===== config.mk =====
export PLATFORM = sky130hd
export DESIGN_NAME = eppc_cycle_engine
export DESIGN_NICKNAME = d
export VERILOG_FILES = /design/src/common/eppc_pkg.sv /design/src/hdl/eppc_cycle_engine.sv
export SDC_FILE = /design/constraint.sdc
export NUM_CORES = 1
export LEC_CHECK = 0
export BUFFER_PORTS_ARGS = -buffer_cell sky130_fd_sc_hd__buf_4
export CAP_MARGIN = 20
export CORE_UTILIZATION = 45
export CTS_CLUSTER_DIAMETER = 100
export DETAILED_ROUTE_END_ITERATION = 8
export GPL_TIMING_DRIVEN = 0
export PLACE_DENSITY_LB_ADDON = 0.05
export SLEW_MARGIN = 0
export SYNTH_ARGS = -nofsm -noshare
export SYNTH_HDL_FRONTEND = slang
export SYNTH_SLANG_ARGS = --single-unit

===== constraint.sdc =====
create_clock -name clk_sys -period 2.32 [get_ports clk_sys]
set_input_delay 0.116 -clock clk_sys [delete_from_list [all_inputs] [get_ports clk_sys]]
set_output_delay 0.116 -clock clk_sys [all_outputs]
set_load 0.03 [all_outputs]

===== src/common/eppc_pkg.sv =====
// package: constants, states and bus carriers of the epp 1.7 cycle engine
`default_nettype none
package eppc_pkg;
  // register byte offsets
  localparam logic [7:0] OFS_DATA = 8'h00;
  localparam logic [7:0] OFS_STATUS = 8'h04;
  localparam logic [7:0] OFS_CONTROL = 8'h08;
  localparam logic [7:0] OFS_EPP_ADDR = 8'h0c;
  localparam logic [7:0] OFS_EPP_DATA = 8'h10;
  // control field positions
  localparam int CTL_STROBE = 0;
  localparam int CTL_AUTOFD = 1;
  localparam int CTL_INIT = 2;
  localparam int CTL_SELECTIN = 3;
  localparam int CTL_IRQ_EN = 4;
  localparam int CTL_DIR = 5;
  // status field positions
  localparam int STS_TIMEOUT = 0;
  localparam int STS_NFAULT = 3;
  localparam int STS_SELECT = 4;
  localparam int STS_PERROR = 5;
  localparam int STS_INTR = 6;
  localparam int STS_NBUSY = 7;
  // reset values; init bit set keeps the peripheral out of reset
  localparam logic [7:0] RST_DATA = 8'h00;
  localparam logic [5:0] RST_CONTROL = 6'h04;
  // timing
  localparam int CLK_PERIOD_NS = 10;
  localparam int WDOG_TIME_NS = 10000;
  localparam int WDOG_CYCLES_INT = WDOG_TIME_NS / CLK_PERIOD_NS;
  localparam logic [10:0] WDOG_CYCLES = 11'(WDOG_CYCLES_INT);
  // axi responses
  localparam logic [1:0] RESP_OKAY = 2'h0;
  localparam logic [1:0] RESP_SLVERR = 2'h2;

  typedef enum logic [4:0] {
    S_IDLE = 5'b00001,
    S_WSET = 5'b00010,
    S_WSTB = 5'b00100,
    S_RSTB = 5'b01000,
    S_RESP = 5'b10000
  } eppc_state_t;

  typedef struct packed {
    logic [7:0] awaddr;
    logic awvalid;
    logic [31:0] wdata;
    logic [3:0] wstrb;
    logic wvalid;
    logic bready;
    logic [7:0] araddr;
    logic arvalid;
    logic rready;
  } eppc_axi_req_t;

  typedef struct packed {
    logic awready;
    logic wready;
    logic [1:0] bresp;
    logic bvalid;
    logic arready;
    logic [31:0] rdata;
    logic [1:0] rresp;
    logic rvalid;
  } eppc_axi_rsp_t;
endpackage
`default_nettype wire


===== src/hdl/eppc_cycle_engine.sv =====
// module: epp 1.7 cycle engine with axi4-lite registers and cycle watchdog
//
// Contract
// - idle port follows standard control register
// - watchdog runs for the whole host strobe
// - timeout aborts cycle, sets status bit 0
// - ioChrdy low while nWait low in cycle
// - cycle completes only with nWait high
// - write drives host byte onto port bus
// - then assert data or address strobe
// - hold ioChrdy until nWait release or timeout
// - strobe drops, host byte stays latched
// - after cycle outputs may change freely
// - read end drops strobe; peripheral releases bus
// - nWrite, nDataStb, nAddrStb all active low
// - interrupt rising-edge, passed through uninverted
// - active-low reset output to peripheral
// - direction low unless control bit or read
// - nWrite, nStrobe, nAutoFd, nSelectIn, nReset keep following control during cycles
`default_nettype none
module eppc_cycle_engine
  import eppc_pkg::*;
(
  // clock, reset, enable
  input wire logic clk_sys,
  input wire logic rst,
  input wire logic clkEn,
  // register bus
  input wire eppc_axi_req_t axiReq,
  output eppc_axi_rsp_t axiRsp,
  // parallel data bus
  input wire logic [7:0] portDataIn,
  output logic [7:0] portDataOut,
  output logic portDataOe,
  output logic port_direction_out,
  // epp strobes and handshake
  output logic nWrite,
  output logic nDataStb,
  output logic nAddrStb,
  input wire logic nWait,
  output logic ioChrdy,
  // standard port lines
  output logic nStrobe,
  output logic nAutoFd,
  output logic nSelectIn,
  output logic nReset,
  input wire logic intrIn,
  output logic intrOut,
  input wire logic nFault,
  input wire logic select,
  input wire logic pError
);

  eppc_state_t state_reg;
  logic [7:0] data_reg;
  logic [7:0] rdByte_reg;
  logic [5:0] control_reg;
  logic timeout_reg;
  logic isAddr_reg;
  logic abort_reg;
  logic [10:0] wdogCnt_reg;
  logic awHave_reg;
  logic wHave_reg;
  logic [7:0] awAddr_reg;
  logic [31:0] wData_reg;
  logic [3:0] wStrb_reg;
  logic bValid_reg;
  logic [1:0] bResp_reg;
  logic rValid_reg;
  logic [1:0] rResp_reg;
  logic [31:0] rData_reg;
  logic rdCycle_reg;
  logic inStb;
  logic wrStart;
  logic rdStart;
  logic wdogFire;
  logic stsRead;
  logic [7:0] statusByte;
  logic arMapped;
  logic controlDir;

  assign controlDir = control_reg[CTL_DIR];
  assign inStb = (state_reg == S_WSTB) || (state_reg == S_RSTB);
  // more than the watchdog time with the peripheral still holding off
  assign wdogFire = inStb && !nWait && (wdogCnt_reg >= WDOG_CYCLES);
  assign wrStart = (state_reg == S_IDLE) && awHave_reg && wHave_reg;
  // writes win over reads when both wait in the same cycle
  assign rdStart = (state_reg == S_IDLE) && !wrStart && axiReq.arvalid && !rValid_reg;
  assign stsRead = rdStart && (axiReq.araddr == OFS_STATUS);
  assign arMapped = (axiReq.araddr == OFS_DATA) || (axiReq.araddr == OFS_STATUS) ||
                    (axiReq.araddr == OFS_CONTROL);
  assign statusByte = {nWait, intrIn, pError, select, nFault, 2'b00, timeout_reg};

  // bus slave handshake
  // no handshake while frozen, or a taken request would be lost
  assign axiRsp.awready = !awHave_reg && clkEn;
  assign axiRsp.wready = !wHave_reg && clkEn;
  assign axiRsp.bvalid = bValid_reg;
  assign axiRsp.bresp = bResp_reg;
  assign axiRsp.arready = rdStart && clkEn;
  assign axiRsp.rvalid = rValid_reg;
  assign axiRsp.rresp = rResp_reg;
  assign axiRsp.rdata = rData_reg;

  // pins
  assign portDataOut = data_reg;
  // write cycle forces the drive on, read cycle forces it off
  assign portDataOe = (state_reg == S_WSET || state_reg == S_WSTB) ? 1'b1 :
                      rdCycle_reg ? 1'b0 : !controlDir;
  assign port_direction_out = controlDir || rdCycle_reg;
  assign nWrite = controlDir;
  assign nDataStb = !(inStb && !isAddr_reg);
  assign nAddrStb = !(inStb && isAddr_reg);
  assign ioChrdy = !(inStb && !nWait);
  assign nStrobe = !control_reg[CTL_STROBE];
  assign nAutoFd = !control_reg[CTL_AUTOFD];
  assign nSelectIn = !control_reg[CTL_SELECTIN];
  assign nReset = control_reg[CTL_INIT];
  assign intrOut = intrIn && control_reg[CTL_IRQ_EN];

  // write address and data are captured independently, in either order
  always_ff @(posedge clk_sys)
  begin
    if (rst)
    begin
      awHave_reg <= 1'b0;
      wHave_reg <= 1'b0;
      awAddr_reg <= 8'h00;
      wData_reg <= 32'h0000_0000;
      wStrb_reg <= 4'h0;
    end
    else if (clkEn)
    begin
      if (axiReq.awvalid && !awHave_reg)
      begin
        awHave_reg <= 1'b1;
        awAddr_reg <= axiReq.awaddr;
      end
      else if (wrStart)
        awHave_reg <= 1'b0;
      if (axiReq.wvalid && !wHave_reg)
      begin
        wHave_reg <= 1'b1;
        wData_reg <= axiReq.wdata;
        wStrb_reg <= axiReq.wstrb;
      end
      else if (wrStart)
        wHave_reg <= 1'b0;
    end
  end

  // cycle sequencer
  always_ff @(posedge clk_sys)
  begin
    if (rst)
    begin
      state_reg <= S_IDLE;
      isAddr_reg <= 1'b0;
      rdCycle_reg <= 1'b0;
      abort_reg <= 1'b0;
    end
    else if (clkEn)
    begin
      case (state_reg)
        S_IDLE:
        begin
          abort_reg <= 1'b0;
          if (wrStart && (awAddr_reg == OFS_EPP_ADDR || awAddr_reg == OFS_EPP_DATA))
          begin
            isAddr_reg <= (awAddr_reg == OFS_EPP_ADDR);
            state_reg <= S_WSET;
          end
          else if (rdStart && (axiReq.araddr == OFS_EPP_ADDR ||
                               axiReq.araddr == OFS_EPP_DATA))
          begin
            isAddr_reg <= (axiReq.araddr == OFS_EPP_ADDR);
            rdCycle_reg <= 1'b1;
            state_reg <= S_RSTB;
          end
          else if (wrStart || rdStart)
            state_reg <= S_RESP;
        end
        // one cycle of byte setup before the strobe
        S_WSET:
          state_reg <= S_WSTB;
        S_WSTB, S_RSTB:
        begin
          if (nWait)
            state_reg <= S_RESP;
          else if (wdogFire)
          begin
            abort_reg <= 1'b1;
            state_reg <= S_RESP;
          end
        end
        S_RESP:
        begin
          if (!bValid_reg && !rValid_reg)
          begin
            rdCycle_reg <= 1'b0;
            state_reg <= S_IDLE;
          end
        end
        default:
          state_reg <= S_IDLE;
      endcase
    end
  end

  // watchdog spans the whole strobe of the cycle
  always_ff @(posedge clk_sys)
  begin
    if (rst)
      wdogCnt_reg <= 11'h000;
    else if (clkEn)
    begin
      if (!inStb)
        wdogCnt_reg <= 11'h000;
      else if (wdogCnt_reg < WDOG_CYCLES)
        wdogCnt_reg <= wdogCnt_reg + 11'h001;
    end
  end

  // timeout flag: set wins over the clear-on-read of status
  always_ff @(posedge clk_sys)
  begin
    if (rst)
      timeout_reg <= 1'b0;
    else if (clkEn)
    begin
      if (wdogFire)
        timeout_reg <= 1'b1;
      else if (stsRead)
        timeout_reg <= 1'b0;
    end
  end

  // shared data register and control register
  always_ff @(posedge clk_sys)
  begin
    if (rst)
    begin
      data_reg <= RST_DATA;
      control_reg <= RST_CONTROL;
    end
    else if (clkEn && wrStart && wStrb_reg[0])
    begin
      // epp writes land in the common data register and stay on the bus after
      if (awAddr_reg == OFS_DATA || awAddr_reg == OFS_EPP_ADDR ||
          awAddr_reg == OFS_EPP_DATA)
        data_reg <= wData_reg[7:0];
      else if (awAddr_reg == OFS_CONTROL)
        control_reg <= wData_reg[5:0];
    end
  end

  // read byte latched when the peripheral releases nWait
  always_ff @(posedge clk_sys)
  begin
    if (rst)
      rdByte_reg <= 8'h00;
    else if (clkEn && state_reg == S_RSTB && nWait)
      rdByte_reg <= portDataIn;
  end

  // responses
  always_ff @(posedge clk_sys)
  begin
    if (rst)
    begin
      bValid_reg <= 1'b0;
      bResp_reg <= RESP_OKAY;
      rValid_reg <= 1'b0;
      rResp_reg <= RESP_OKAY;
      rData_reg <= 32'h0000_0000;
    end
    else if (clkEn)
    begin
      if (bValid_reg && axiReq.bready)
        bValid_reg <= 1'b0;
      if (rValid_reg && axiReq.rready)
        rValid_reg <= 1'b0;
      if (wrStart && !(awAddr_reg == OFS_EPP_ADDR || awAddr_reg == OFS_EPP_DATA))
      begin
        bValid_reg <= 1'b1;
        bResp_reg <= (awAddr_reg == OFS_DATA || awAddr_reg == OFS_CONTROL ||
                      awAddr_reg == OFS_STATUS) ? RESP_OKAY : RESP_SLVERR;
      end
      else if (rdStart && arMapped)
      begin
        rValid_reg <= 1'b1;
        rResp_reg <= RESP_OKAY;
        rData_reg <= (axiReq.araddr == OFS_DATA) ? {24'h000000, data_reg} :
                     (axiReq.araddr == OFS_STATUS) ? {24'h000000, statusByte} :
                     {26'h0000000, control_reg};
      end
      else if (rdStart && !(axiReq.araddr == OFS_EPP_ADDR ||
                            axiReq.araddr == OFS_EPP_DATA))
      begin
        rValid_reg <= 1'b1;
        rResp_reg <= RESP_SLVERR;
        rData_reg <= 32'h0000_0000;
      end
      else if (state_reg == S_WSTB && (nWait || wdogFire))
      begin
        bValid_reg <= 1'b1;
        bResp_reg <= nWait ? RESP_OKAY : RESP_SLVERR;
      end
      else if (state_reg == S_RSTB && (nWait || wdogFire))
      begin
        rValid_reg <= 1'b1;
        rResp_reg <= nWait ? RESP_OKAY : RESP_SLVERR;
        rData_reg <= {24'h000000, nWait ? portDataIn : 8'h00};
      end
    end
  end

  // checks
  AST_WDOG_FIRE: assert property (@(posedge clk_sys) disable iff (rst)
    wdogFire |-> wdogCnt_reg == WDOG_CYCLES && inStb)
    else $error("watchdog fired before its time");
  AST_TIMEOUT_SET: assert property (@(posedge clk_sys) disable iff (rst)
    clkEn && wdogFire |=> timeout_reg && state_reg == S_RESP && nDataStb && nAddrStb)
    else $error("timeout did not abort and flag");
  AST_CHRDY: assert property (@(posedge clk_sys) disable iff (rst)
    inStb && !nWait |-> !ioChrdy)
    else $error("ioChrdy released while nWait low");
  AST_COMPLETE: assert property (@(posedge clk_sys) disable iff (rst)
    clkEn && inStb && !nWait && !wdogFire |=> state_reg == $past(state_reg))
    else $error("cycle ended while nWait low");
  AST_WRITE_BUS: assert property (@(posedge clk_sys) disable iff (rst)
    state_reg == S_WSTB |-> portDataOe && !port_direction_out == !controlDir)
    else $error("write byte not driven");
  AST_SETUP: assert property (@(posedge clk_sys) disable iff (rst)
    clkEn && state_reg == S_WSET |=> (!nDataStb || !nAddrStb) && $stable(portDataOut))
    else $error("write strobe not after setup");
  AST_STB_DROP: assert property (@(posedge clk_sys) disable iff (rst)
    clkEn && inStb && nWait |=> nDataStb && nAddrStb && (bValid_reg || rValid_reg))
    else $error("strobe not dropped at cycle end");
  AST_READ_BUS: assert property (@(posedge clk_sys) disable iff (rst)
    state_reg == S_RSTB |-> !portDataOe && port_direction_out)
    else $error("read strobe with bus driven");
  AST_ONE_STB: assert property (@(posedge clk_sys) disable iff (rst)
    !(!nDataStb && !nAddrStb))
    else $error("both strobes active");
  AST_DIR: assert property (@(posedge clk_sys) disable iff (rst)
    port_direction_out |-> controlDir || rdCycle_reg)
    else $error("direction high without cause");
  COV_WRITE: cover property (@(posedge clk_sys) state_reg == S_WSTB ##1 state_reg == S_RESP);
  COV_READ: cover property (@(posedge clk_sys) state_reg == S_RSTB ##1 state_reg == S_RESP);
  COV_TIMEOUT: cover property (@(posedge clk_sys) wdogFire);
  COV_ADDR: cover property (@(posedge clk_sys) !nAddrStb && !nWait);

endmodule
`default_nettype wire


==> impl_metrics.tcl, run 1 <==
set metrics [dict create \
    required_ns 2.60 \
    worst_clock_skew_ns 0.00440 \
    overflow 0 \
    power_density_nw_per_um2 614 \
    ys_warn_count 0 \
    wl_per_cell_um 14.3 \
    intPower_mw 1.96 \
    fin_area_um2 4550 \
    start_util 0.471 \
    grt_pass1_wl_mm 14.6 \
    power_mw 2.79 \
    seq_power_share 0.419 \
    largest_reg_flops 11 \
    status "finished, final reports clean" \
    placement.io_buffers 76 \
    period_needed_ns 2.22 \
    min_from "axiReq[56]" \
    hp-class "primary input to register" \
    syn-mean-instance-area_um2 8.26 \
    hpwl_mm 6.85 \
    cts_root_buf "clkbuf_8" \
    place_area_um2 4260 \
    finalHoldViolCount 0 \
    drt_iter0_markers 168 \
    num_rows 31 \
    insertion_delay_ns 0.35 \
    ys_types 59 \
    postCtsHoldBufs 0 \
    rsz0062_at_grt "false" \
    power_leakage_nw 1.84 \
    grt_max_degree 14 \
    die_w_um 89.8 \
    end_kind "register" \
    reg2reg_from "state_reg[1]" \
    diodes 0 \
    track_usage 0.227 \
    cts_buffers 9 \
    netlist_instances 420 \
    finalSetupViolCount 0 \
    reg2regPathDepth 6 \
    worst-path-max-fanout 9 \
    maxCapViolations 0 \
    worstHoldEndpoint "awAddr_reg[7]" \
    path_clk_slew_ns 0.08 \
    switching_share 0.298 \
    synth_compound_area_frac 0.199 \
    grt_pass1_vias 3084 \
    slew_violations 0 \
    vias_per_cell 5.28 \
    clkPwrFrac 0.394 \
    ios 133 \
    startpoint_type "register" \
    synth-async-reset-ratio 0 \
    cts_buffer_depth 2 \
    synth_top_family_by_area "simple AND/OR/NAND/NOR gates" \
    synth-xor-area-share 0.0126 \
    core_um2 7370 \
    reg2reg_to "bResp_reg[1]" \
    htree_levels 3 \
    drtAntennaViolNets 0 \
    combPwrFrac 0.187 \
    synth.area.top_cells "dfxtp_1 (37%), buf_4 (6.1%), a21oi_1 (5.9%), mux2i_1 (5.8%), nand2_1 (4.5%)" \
    r2r_slack_ns 0.10 \
    max_slew.worst_pin.slew_ns 1.04 \
    dr.pass1.iters 4 \
    min_path_cells 3 \
    timing.final.crit_share 0.955 \
    synth-edff-count 0 \
    die_area_um2 8060 \
    nets 608 \
    synth-simple-area-share 0.251 \
    synth_seq_cells 64 \
    place_congestion 0.861 \
    synth_area_leader_cell "dfxtp_1" \
    syn_area_um2 3470 \
    critPathKind "register to register" \
    area_delta_synth_final_pct 31.0 \
    cts.sinks 64 \
    vdd_drop_max_v 0.000382 \
    muxShareOfSynthArea 0.0642 \
    synth_adder_area_share 0.00721 \
    cts_tree "built" \
    wirelength_mm 9.09 \
    synthFlopType "dfxtp_1" \
    cp.arrival_ns 2.50 \
    die_h_um 89.8 \
    fmax_ghz 0.451 \
    antenna_found_initial 0 \
    netlist.area_leader.share 0.369 \
    switching_power_mw 0.833 \
    drcViolationCount 0 \
    vias 3365 \
    maxSlewHeadroom 0.298 \
    layout-drive-gt1-share 0.266 \
    synth-seq-area-share 0.369 \
]
[stage by stage]
step	worst slack, ns	hold WS, ns	TNS, ns	std cells	util
final	0.104	0.0177	0	637	0.617
after detailed placement	-0.0496	0.387	-0.0496	620	0.578
after CTS	0.00338	0.00608	0	636	0.609
after global placement	-0.113	0.382	-0.113	620	0.578
after global routing	0.00206	0.0144	0	637	0.617
after floorplan	0.218	0.263	0	445	-
[worst max path at each step]
| stage | start | endpoint | slack, ns |
|---|---|---|---|
| 6_report | state_reg[1] | bResp_reg[1] | 0.10 |
| 2_1_floorplan | state_reg[2] | isAddr_reg | 0.22 |
| 3_3_place_gp | state_reg[2] | bResp_reg[1] | -0.11 |
| 4_1_cts | state_reg[2] | bResp_reg[1] | 0.003 |
| 3_5_place_dp | state_reg[2] | bResp_reg[1] | -0.05 |
| 5_1_grt | state_reg[1] | rResp_reg[1] | 0.002 |
[area by class of cell]
class	instances	area [µm²]
Fill cell	703	2820
Multi-Input combinational cell	325	1990
Sequential cell	64	1280
Timing Repair Buffer	77	591
Buffer	46	293
Clock buffer	9	124
Tap cell	99	124
Clock inverter	7	103
Inverter	10	37.5
[layout by cell type, fill, tap and decap left out, types with 4 or more instances in the layout]
| master | n |
|---|---|
| nand4_1 | 5 |
| nor3_1 | 7 |
| a31oi_1 | 10 |
| nand3_1 | 24 |
| nand2_1 | 42 |
| or3_1 | 5 |
| mux2i_1 | 20 |
| a21oi_1 | 40 |
| a32oi_1 | 8 |
| inv_1 | 10 |
| dfxtp_1 | 64 |
| nor2_1 | 37 |
| o211ai_1 | 5 |
| clkbuf_8 | 9 |
| conb_1 | 26 |
| nand3b_1 | 4 |
| o21ai_0 | 16 |
| xor2_1 | 4 |
| clkbuf_1 | 14 |
| nor4_1 | 5 |
| a211oi_1 | 8 |
| buf_4 | 104 |
[power by group through the flow]
stage	sequential (mW)	clock, mW	combinational, mW
2_1_floorplan	1.22	0	0.329
3_3_place_gp	1.19	0	0.505
3_5_place_dp	1.19	0	0.508
4_1_cts	1.17	1.12	0.510
5_1_grt	1.18	1.17	0.568
6_report	1.17	1.10	0.522
[routing by layer]
| layer | vias up | global-route usage | routed length, µm |
|---|---|---|---|
| met5 | - | 0 | 0 |
| met4 | 0 | 0.0751 | 141 |
| met3 | 14 | 0.0558 | 557 |
| met2 | 102 | 0.365 | 4200 |
| met1 | 1539 | 0.298 | 4190 |
| li1 | 1710 | - | - |
[synthesized netlist by cell type, drive strengths merged (2+ instances only)]
cell / count
nor4: 6
a2bb2oi: 2
nor3b: 2
clkbuf: 14
a211oi: 8
nand4: 5
ha: 2
and2: 2
nand3b: 4
nand3: 24
nand2: 42
and3b: 3
a21oi: 42
xor2: 4
nor3: 12
o211ai: 5
nor2b: 2
and3: 3
dfxtp: 64
nand2b: 3
or4: 3
o21ai: 18
mux2i: 20
o21a: 3
nor2: 38
nand4b: 3
a32oi: 8
mux2: 2
o211a: 2
buf: 32
or3: 6
a31oi: 10
inv: 10
[critical path, cell delays in order, from the launching register on]
cell and delay [ns]:
dfxtp_1 0.40, or4b_4 0.61, or3_4 0.43, nand2b_4 0.15
buf_6 0.14, a211o_1 0.30, a21oi_2 0.11
[what timing repair did]
action | in CTS | in global routing
setup buffers | 0 | 1
gates resized for setup | 1 | 8
endpoints found under the setup margin | 1 | 27
pin swaps | 0 | 2
[cell families (layout without fill, tap and decap cells)]
family          Yosys count  in the layout
xor+xnor                  5              5
fa+ha+maj                 2              2
other cells               1             26
compound gates          108            108
mux                      22             22
simple gates            162            162
buf+inv                  56            149
flops                    64             64
(Power assumes the default switching activity.)
==> inputs of run 2 (changes only) <==
--- a/config.mk
+++ b/config.mk
@@ -12,6 +12,7 @@
 export DETAILED_ROUTE_END_ITERATION = 8
 export GPL_TIMING_DRIVEN = 0
 export PLACE_DENSITY_LB_ADDON = 0.05
+export REMOVE_ABC_BUFFERS = 1
 export SLEW_MARGIN = 0
 export SYNTH_ARGS = -nofsm -noshare
 export SYNTH_HDL_FRONTEND = slang
==> impl_metrics.tcl, run 2 (synthesis gave the netlist of run 1 again) <==
set metrics [dict create \
    status "finished, final reports clean" \
    drtAntennaViolNets 0 \
    startpoint_type "register" \
    vdd_drop_max_v 0.000297 \
    antenna_found_initial 0 \
    path_clk_slew_ns 0.08 \
    place_congestion 0.945 \
    cts_root_buf "clkbuf_8" \
    vias 3233 \
    most-common-layout-cells "buf_4 (79), dfxtp_1 (64), nand2_1 (42)" \
    tns_ns 0 \
    slowest_stage "or4b_4" \
    drcViolationCount 0 \
    vias_per_cell 5.44 \
    grt_pass1_vias 2879 \
    ios 133 \
    die_area_um2 8060 \
    grt_max_degree 54 \
    drt_iter0_markers 191 \
    rsz0062_at_grt "true" \
    num_rows 31 \
    dr.pass1.iters 4 \
    end_kind "register" \
    grt_pass1_wl_mm 14.3 \
    place_area_um2 3990 \
    insertion_delay_ns 0.34 \
    maxSlewHeadroom 0.373 \
    hp-class "primary input to register" \
    die_w_um 89.8 \
    start_util 0.471 \
    track_usage 0.221 \
    required_ns 2.53 \
    final_common_cell "buf_4" \
    postCtsHoldBufs 0 \
    maxCapViolations 0 \
    htree_levels 3 \
    path_buf_inv 0 \
    power_density_nw_per_um2 623 \
    diodes 0 \
    power_leakage_nw 1.65 \
    fmax_ghz 0.439 \
    timing.final.crit_share 0.983 \
    place_ws_ns 0.0888 \
    die_h_um 89.8 \
    max_slew.worst_pin.slew_ns 0.932 \
    largest_reg_flops 11 \
    worst-path-max-fanout 8 \
    layout.cells.non_filler 594 \
    finalHoldViolCount 0 \
    dpl.cell_count 577 \
    cts_buffers 9 \
    core_um2 7370 \
    hpwl_mm 6.30 \
    placement.io_buffers 79 \
    finalSetupViolCount 0 \
    layout-drive-gt1-share 0.224 \
    crit_family "simple AND/OR/NAND/NOR gates" \
    critical-path-max-stage-delay_ns 0.60 \
    cts.sinks 64 \
    setup_slack_ns 0.0397 \
    cts_buffer_depth 2 \
    cts_tree "built" \
    cp.arrival_ns 2.49 \
    overflow 0 \
    wirelength_mm 8.61 \
    nets 565 \
    fin_util 0.573 \
    critPathKind "register to register" \
    worst_clock_skew_ns 0.00891 \
    slew_violations 0 \
    fin_area_um2 4220 \
    wl_per_cell_um 14.5 \
    area_delta_synth_final_pct 21.6 \
    path_cells "or4b_4, or3_4, a2111oi_0, a211o_1, a21oi_2" \
    period_needed_ns 2.28 \
]
## run 2: path summary, 6_finish.rpt
kind | startpoint | to | slack, ns | depth (start not counted)
max | state_reg[2] | bResp_reg[1] | 0.04 | 5
min | axiReq[23] | wData_reg[7] | 0.02 | 3
max reg2reg | state_reg[2] | bResp_reg[1] | 0.04 | 5
min reg2reg | wData_reg[7] | wData_reg[7] | 0.46 | 2
## run 2: tightest hold or removal path, delay by kind of cell
family,cells,cell delay (ns)
buffers and inverters,1,0.11
and+or+nand+nor,1,0.05
AOI/OAI and AO/OA,1,0.05
## run 2: cell type report
class	count	area, µm²
Sequential cell	64	1280
Tap cell	99	124
Clock inverter	7	77.6
Fill cell	709	3150
Clock buffer	9	124
Timing Repair Buffer	80	613
Multi-Input combinational cell	325	1960
Inverter	10	37.5
## run 2: metal layers
metal	wire length, µm	part of all wire	GRT usage	vias up
met5	0	0	0	-
met4	94	0.011	0.0560	0
met3	562	0.065	0.0601	9
met2	4060	0.47	0.353	114
met1	3900	0.45	0.294	1493
li1	-	-	-	1617
## run 2: repair_timing
action | CTS | global route
setup buffers | 0 | 1
endpoints found under the setup margin | 0 | 24
gates resized for setup | 0 | 2
## run 2: through the flow
stage          hold WS [ns]  power [mW]
2_1_floorplan         0.178        1.48
3_3_place_gp          0.381        1.65
3_5_place_dp          0.386        1.66
4_1_cts              0.0104        2.64
5_1_grt              0.0118        2.74
6_report             0.0240        2.63
## run 2: power breakdown
part / internal (mW) / total (mW) / leakage (nW) / switching (mW)
Sequential: 1.14 / 1.18 / 0.520 / 0.0381
Combinational: 0.166 / 0.462 / 1.03 / 0.296
Clock: 0.507 / 0.991 / 0.101 / 0.484
Total: 1.81 / 2.63 / 1.65 / 0.818
==> inputs of run 3 (changes only) <==
--- a/config.mk
+++ b/config.mk
@@ -5,6 +5,7 @@
 export SDC_FILE = /design/constraint.sdc
 export NUM_CORES = 1
 export LEC_CHECK = 0
+export ABC_AREA = 1
 export BUFFER_PORTS_ARGS = -buffer_cell sky130_fd_sc_hd__buf_4
 export CAP_MARGIN = 20
 export CORE_UTILIZATION = 45
==> constraint.sdc (replaced) <==
create_clock -name clk_sys -period 2 [get_ports clk_sys]
set_input_delay 0.1 -clock clk_sys [delete_from_list [all_inputs] [get_ports clk_sys]]
set_output_delay 0.1 -clock clk_sys [all_outputs]
set_load 0.03 [all_outputs]
==> impl_metrics.tcl, run 3 <==
set metrics [dict create \
    fmax_ghz 0.540 \
    cts_resized 0 \
    layout-drive-gt1-share 0.233 \
    setup_slack_ns 0.149 \
    cp.arrival_ns 1.75 \
    drt_iter0_markers 120 \
    hpwl_mm 6.35 \
    vdd_drop_max_v 0.000352 \
    wl_per_cell_um 11.7 \
    num_rows 32 \
    syn_area_um2 3620 \
    slowest_stage "dfxtp_1" \
    cp_num_cells 6 \
    area_delta_synth_final_pct 20.8 \
    htree_levels 3 \
    cts_setup_buffers 0 \
    place_ws_ns -0.0669 \
    period_needed_ns 1.85 \
    slew_violations 0 \
    critical-path-max-stage-delay_ns 0.36 \
    hp-class "primary input to register" \
    synth-async-reset-ratio 0 \
    cts_buffers 9 \
    path_buf_inv 2 \
    critPathKind "register to output port" \
    cts_tree "built" \
    reg2regPathDepth 10 \
    r2r_slack_ns 0.32 \
    wirelength_mm 8.34 \
    netlist_instances 529 \
    synth.area.top_cells "dfxtp_1 (35%), nand2_1 (12%), nor2_1 (6.5%), a21oi_1 (6.2%), buf_4 (6.0%)" \
    syn-mean-instance-area_um2 6.84 \
    synth_area_leader_cell "dfxtp_1" \
    insertion_delay_ns 0.35 \
    die_h_um 91.7 \
    place_congestion 0.880 \
    maxSlewHeadroom 0.358 \
    placement.io_buffers 79 \
    max_slew.worst_pin.slew_ns 0.957 \
    worst_clock_skew_ns 0.0118 \
    synth.most_common_cell "nand2_1" \
    synth-edff-count 0 \
    timing.final.crit_share 0.925 \
    diodes 0 \
    most-common-layout-cells "nand2_1 (112), buf_4 (79), dfxtp_1 (64)" \
    final_common_cell "nand2_1" \
    die_w_um 91.7 \
    core_um2 7770 \
    ys_types 44 \
    grt_pass1_vias 3088 \
    postCtsHoldBufs 0 \
    antenna_found_initial 0 \
    endpoint "nDataStb" \
    crit_family "simple AND/OR/NAND/NOR gates" \
    path_clk_slew_ns 0.08 \
    cts.sinks 64 \
    vias_per_cell 4.73 \
    finalHoldViolCount 0 \
    power_leakage_nw 2.02 \
    grt_max_degree 38 \
    end_kind "output port" \
    die_area_um2 8400 \
    crit_start "state_reg[0]" \
    start_util 0.466 \
    finalSetupViolCount 0 \
    reg2reg_to "wdogCnt_reg[5]" \
    maxCapViolations 0 \
    rsz0062_at_grt "false" \
    required_ns 1.90 \
    cts_root_buf "clkbuf_8" \
    overflow 0 \
    reg2reg_from "wdogCnt_reg[7]" \
    fin_util 0.563 \
    startpoint_type "register" \
    path_cells "nor2_2, nand2_2, a21oi_4, inv_2, or2_2, buf_4" \
    nets 679 \
    synthTopCellsByCount "nand2_1 (112), dfxtp_1 (64), nor2_1 (63), inv_1 (58), a21oi_1 (45)" \
    drcViolationCount 0 \
    grt_pass1_wl_mm 14.3 \
    dpl.cell_count 695 \
    cts_buffer_depth 2 \
    ys_warn_count 0 \
    fillers 799 \
    track_usage 0.214 \
    layout.cells.non_filler 711 \
    netlist.area_leader.share 0.354 \
    synthFlopType "dfxtp_1" \
    power_density_nw_per_um2 766 \
    synth_seq_cells 64 \
    dr.pass1.iters 4 \
    synth-seq-area-share 0.354 \
    vias 3361 \
    ios 133 \
    worst-path-max-fanout 6 \
    status "finished, final reports clean" \
    largest_reg_flops 11 \
    drtAntennaViolNets 0 \
]
-- run 3: metal layers --
| metal | vias up | global-route usage | routed length, µm |
|---|---|---|---|
| met5 | - | 0 | 0 |
| met4 | 0 | 0.0648 | 116 |
| met3 | 12 | 0.0522 | 460 |
| met2 | 107 | 0.332 | 3680 |
| met1 | 1455 | 0.292 | 4090 |
| li1 | 1787 | - | - |
-- run 3: cells by family (layout without fill, tap and decap cells) --
family          count (synthesis)  in the layout  synth area share
flops                          64             64             0.354
fa+ha+maj                       2              2           0.00692
simple gates                  258            258             0.334
compound gates                 96             96             0.151
buf+inv                       108            163             0.153
other cells                     1             26           0.00104
-- run 3: worst min-delay path by stage --
stage	from	to	slack, ns	depth (start not counted)
after floorplan	rst	state_reg[3]	0.16	1
after global placement	axiReq[0]	rValid_reg	0.38	4
after detailed placement	axiReq[10]	bValid_reg	0.38	4
after CTS	axiReq[10]	bValid_reg	0.02	4
after global routing	axiReq[55]	awAddr_reg[6]	0.01	3
final	axiReq[10]	bValid_reg	0.02	4
-- run 3: stage by stage --
stage	TNS, ns	hold WS, ns	total power, mW	instance area (µm²)
3_5_place_dp	-0.286	0.382	2.09	4140
3_3_place_gp	-0.343	0.376	2.08	4140
2_1_floorplan	0	0.162	1.87	3420
5_1_grt	0	0.0119	3.52	4370
6_report	0	0.0183	3.35	4370
4_1_cts	0	0.0196	3.37	4370
-- run 3: area by class of cell --
class / count / area, µm² / area share
clock buffer: 10 / 138 / 0.0315
clock inverter: 6 / 91.3 / 0.0209
inverter: 68 / 262 / 0.0598
multi-input combinational: 382 / 1880 / 0.430
sequential: 64 / 1280 / 0.293
tap: 102 / 128 / 0.0292
timing repair buffer: 79 / 593 / 0.136
-- run 3: worst reg2reg max path, stage by stage, from the launching register on --
cell     delay [ns]
dfxtp_1        0.38
nand2_1        0.11
nor2_1         0.16
nand2_1        0.10
nand2_2        0.13
inv_1          0.05
nand2_1        0.11
nand2_2        0.19
nand2_1        0.16
o21ai_0        0.07
and3_1         0.13
-- run 3: power by group --
part / internal (mW) / switching, mW / total (mW)
registers: 1.34 / 0.0453 / 1.38
logic: 0.230 / 0.449 / 0.679
clock network: 0.742 / 0.544 / 1.29
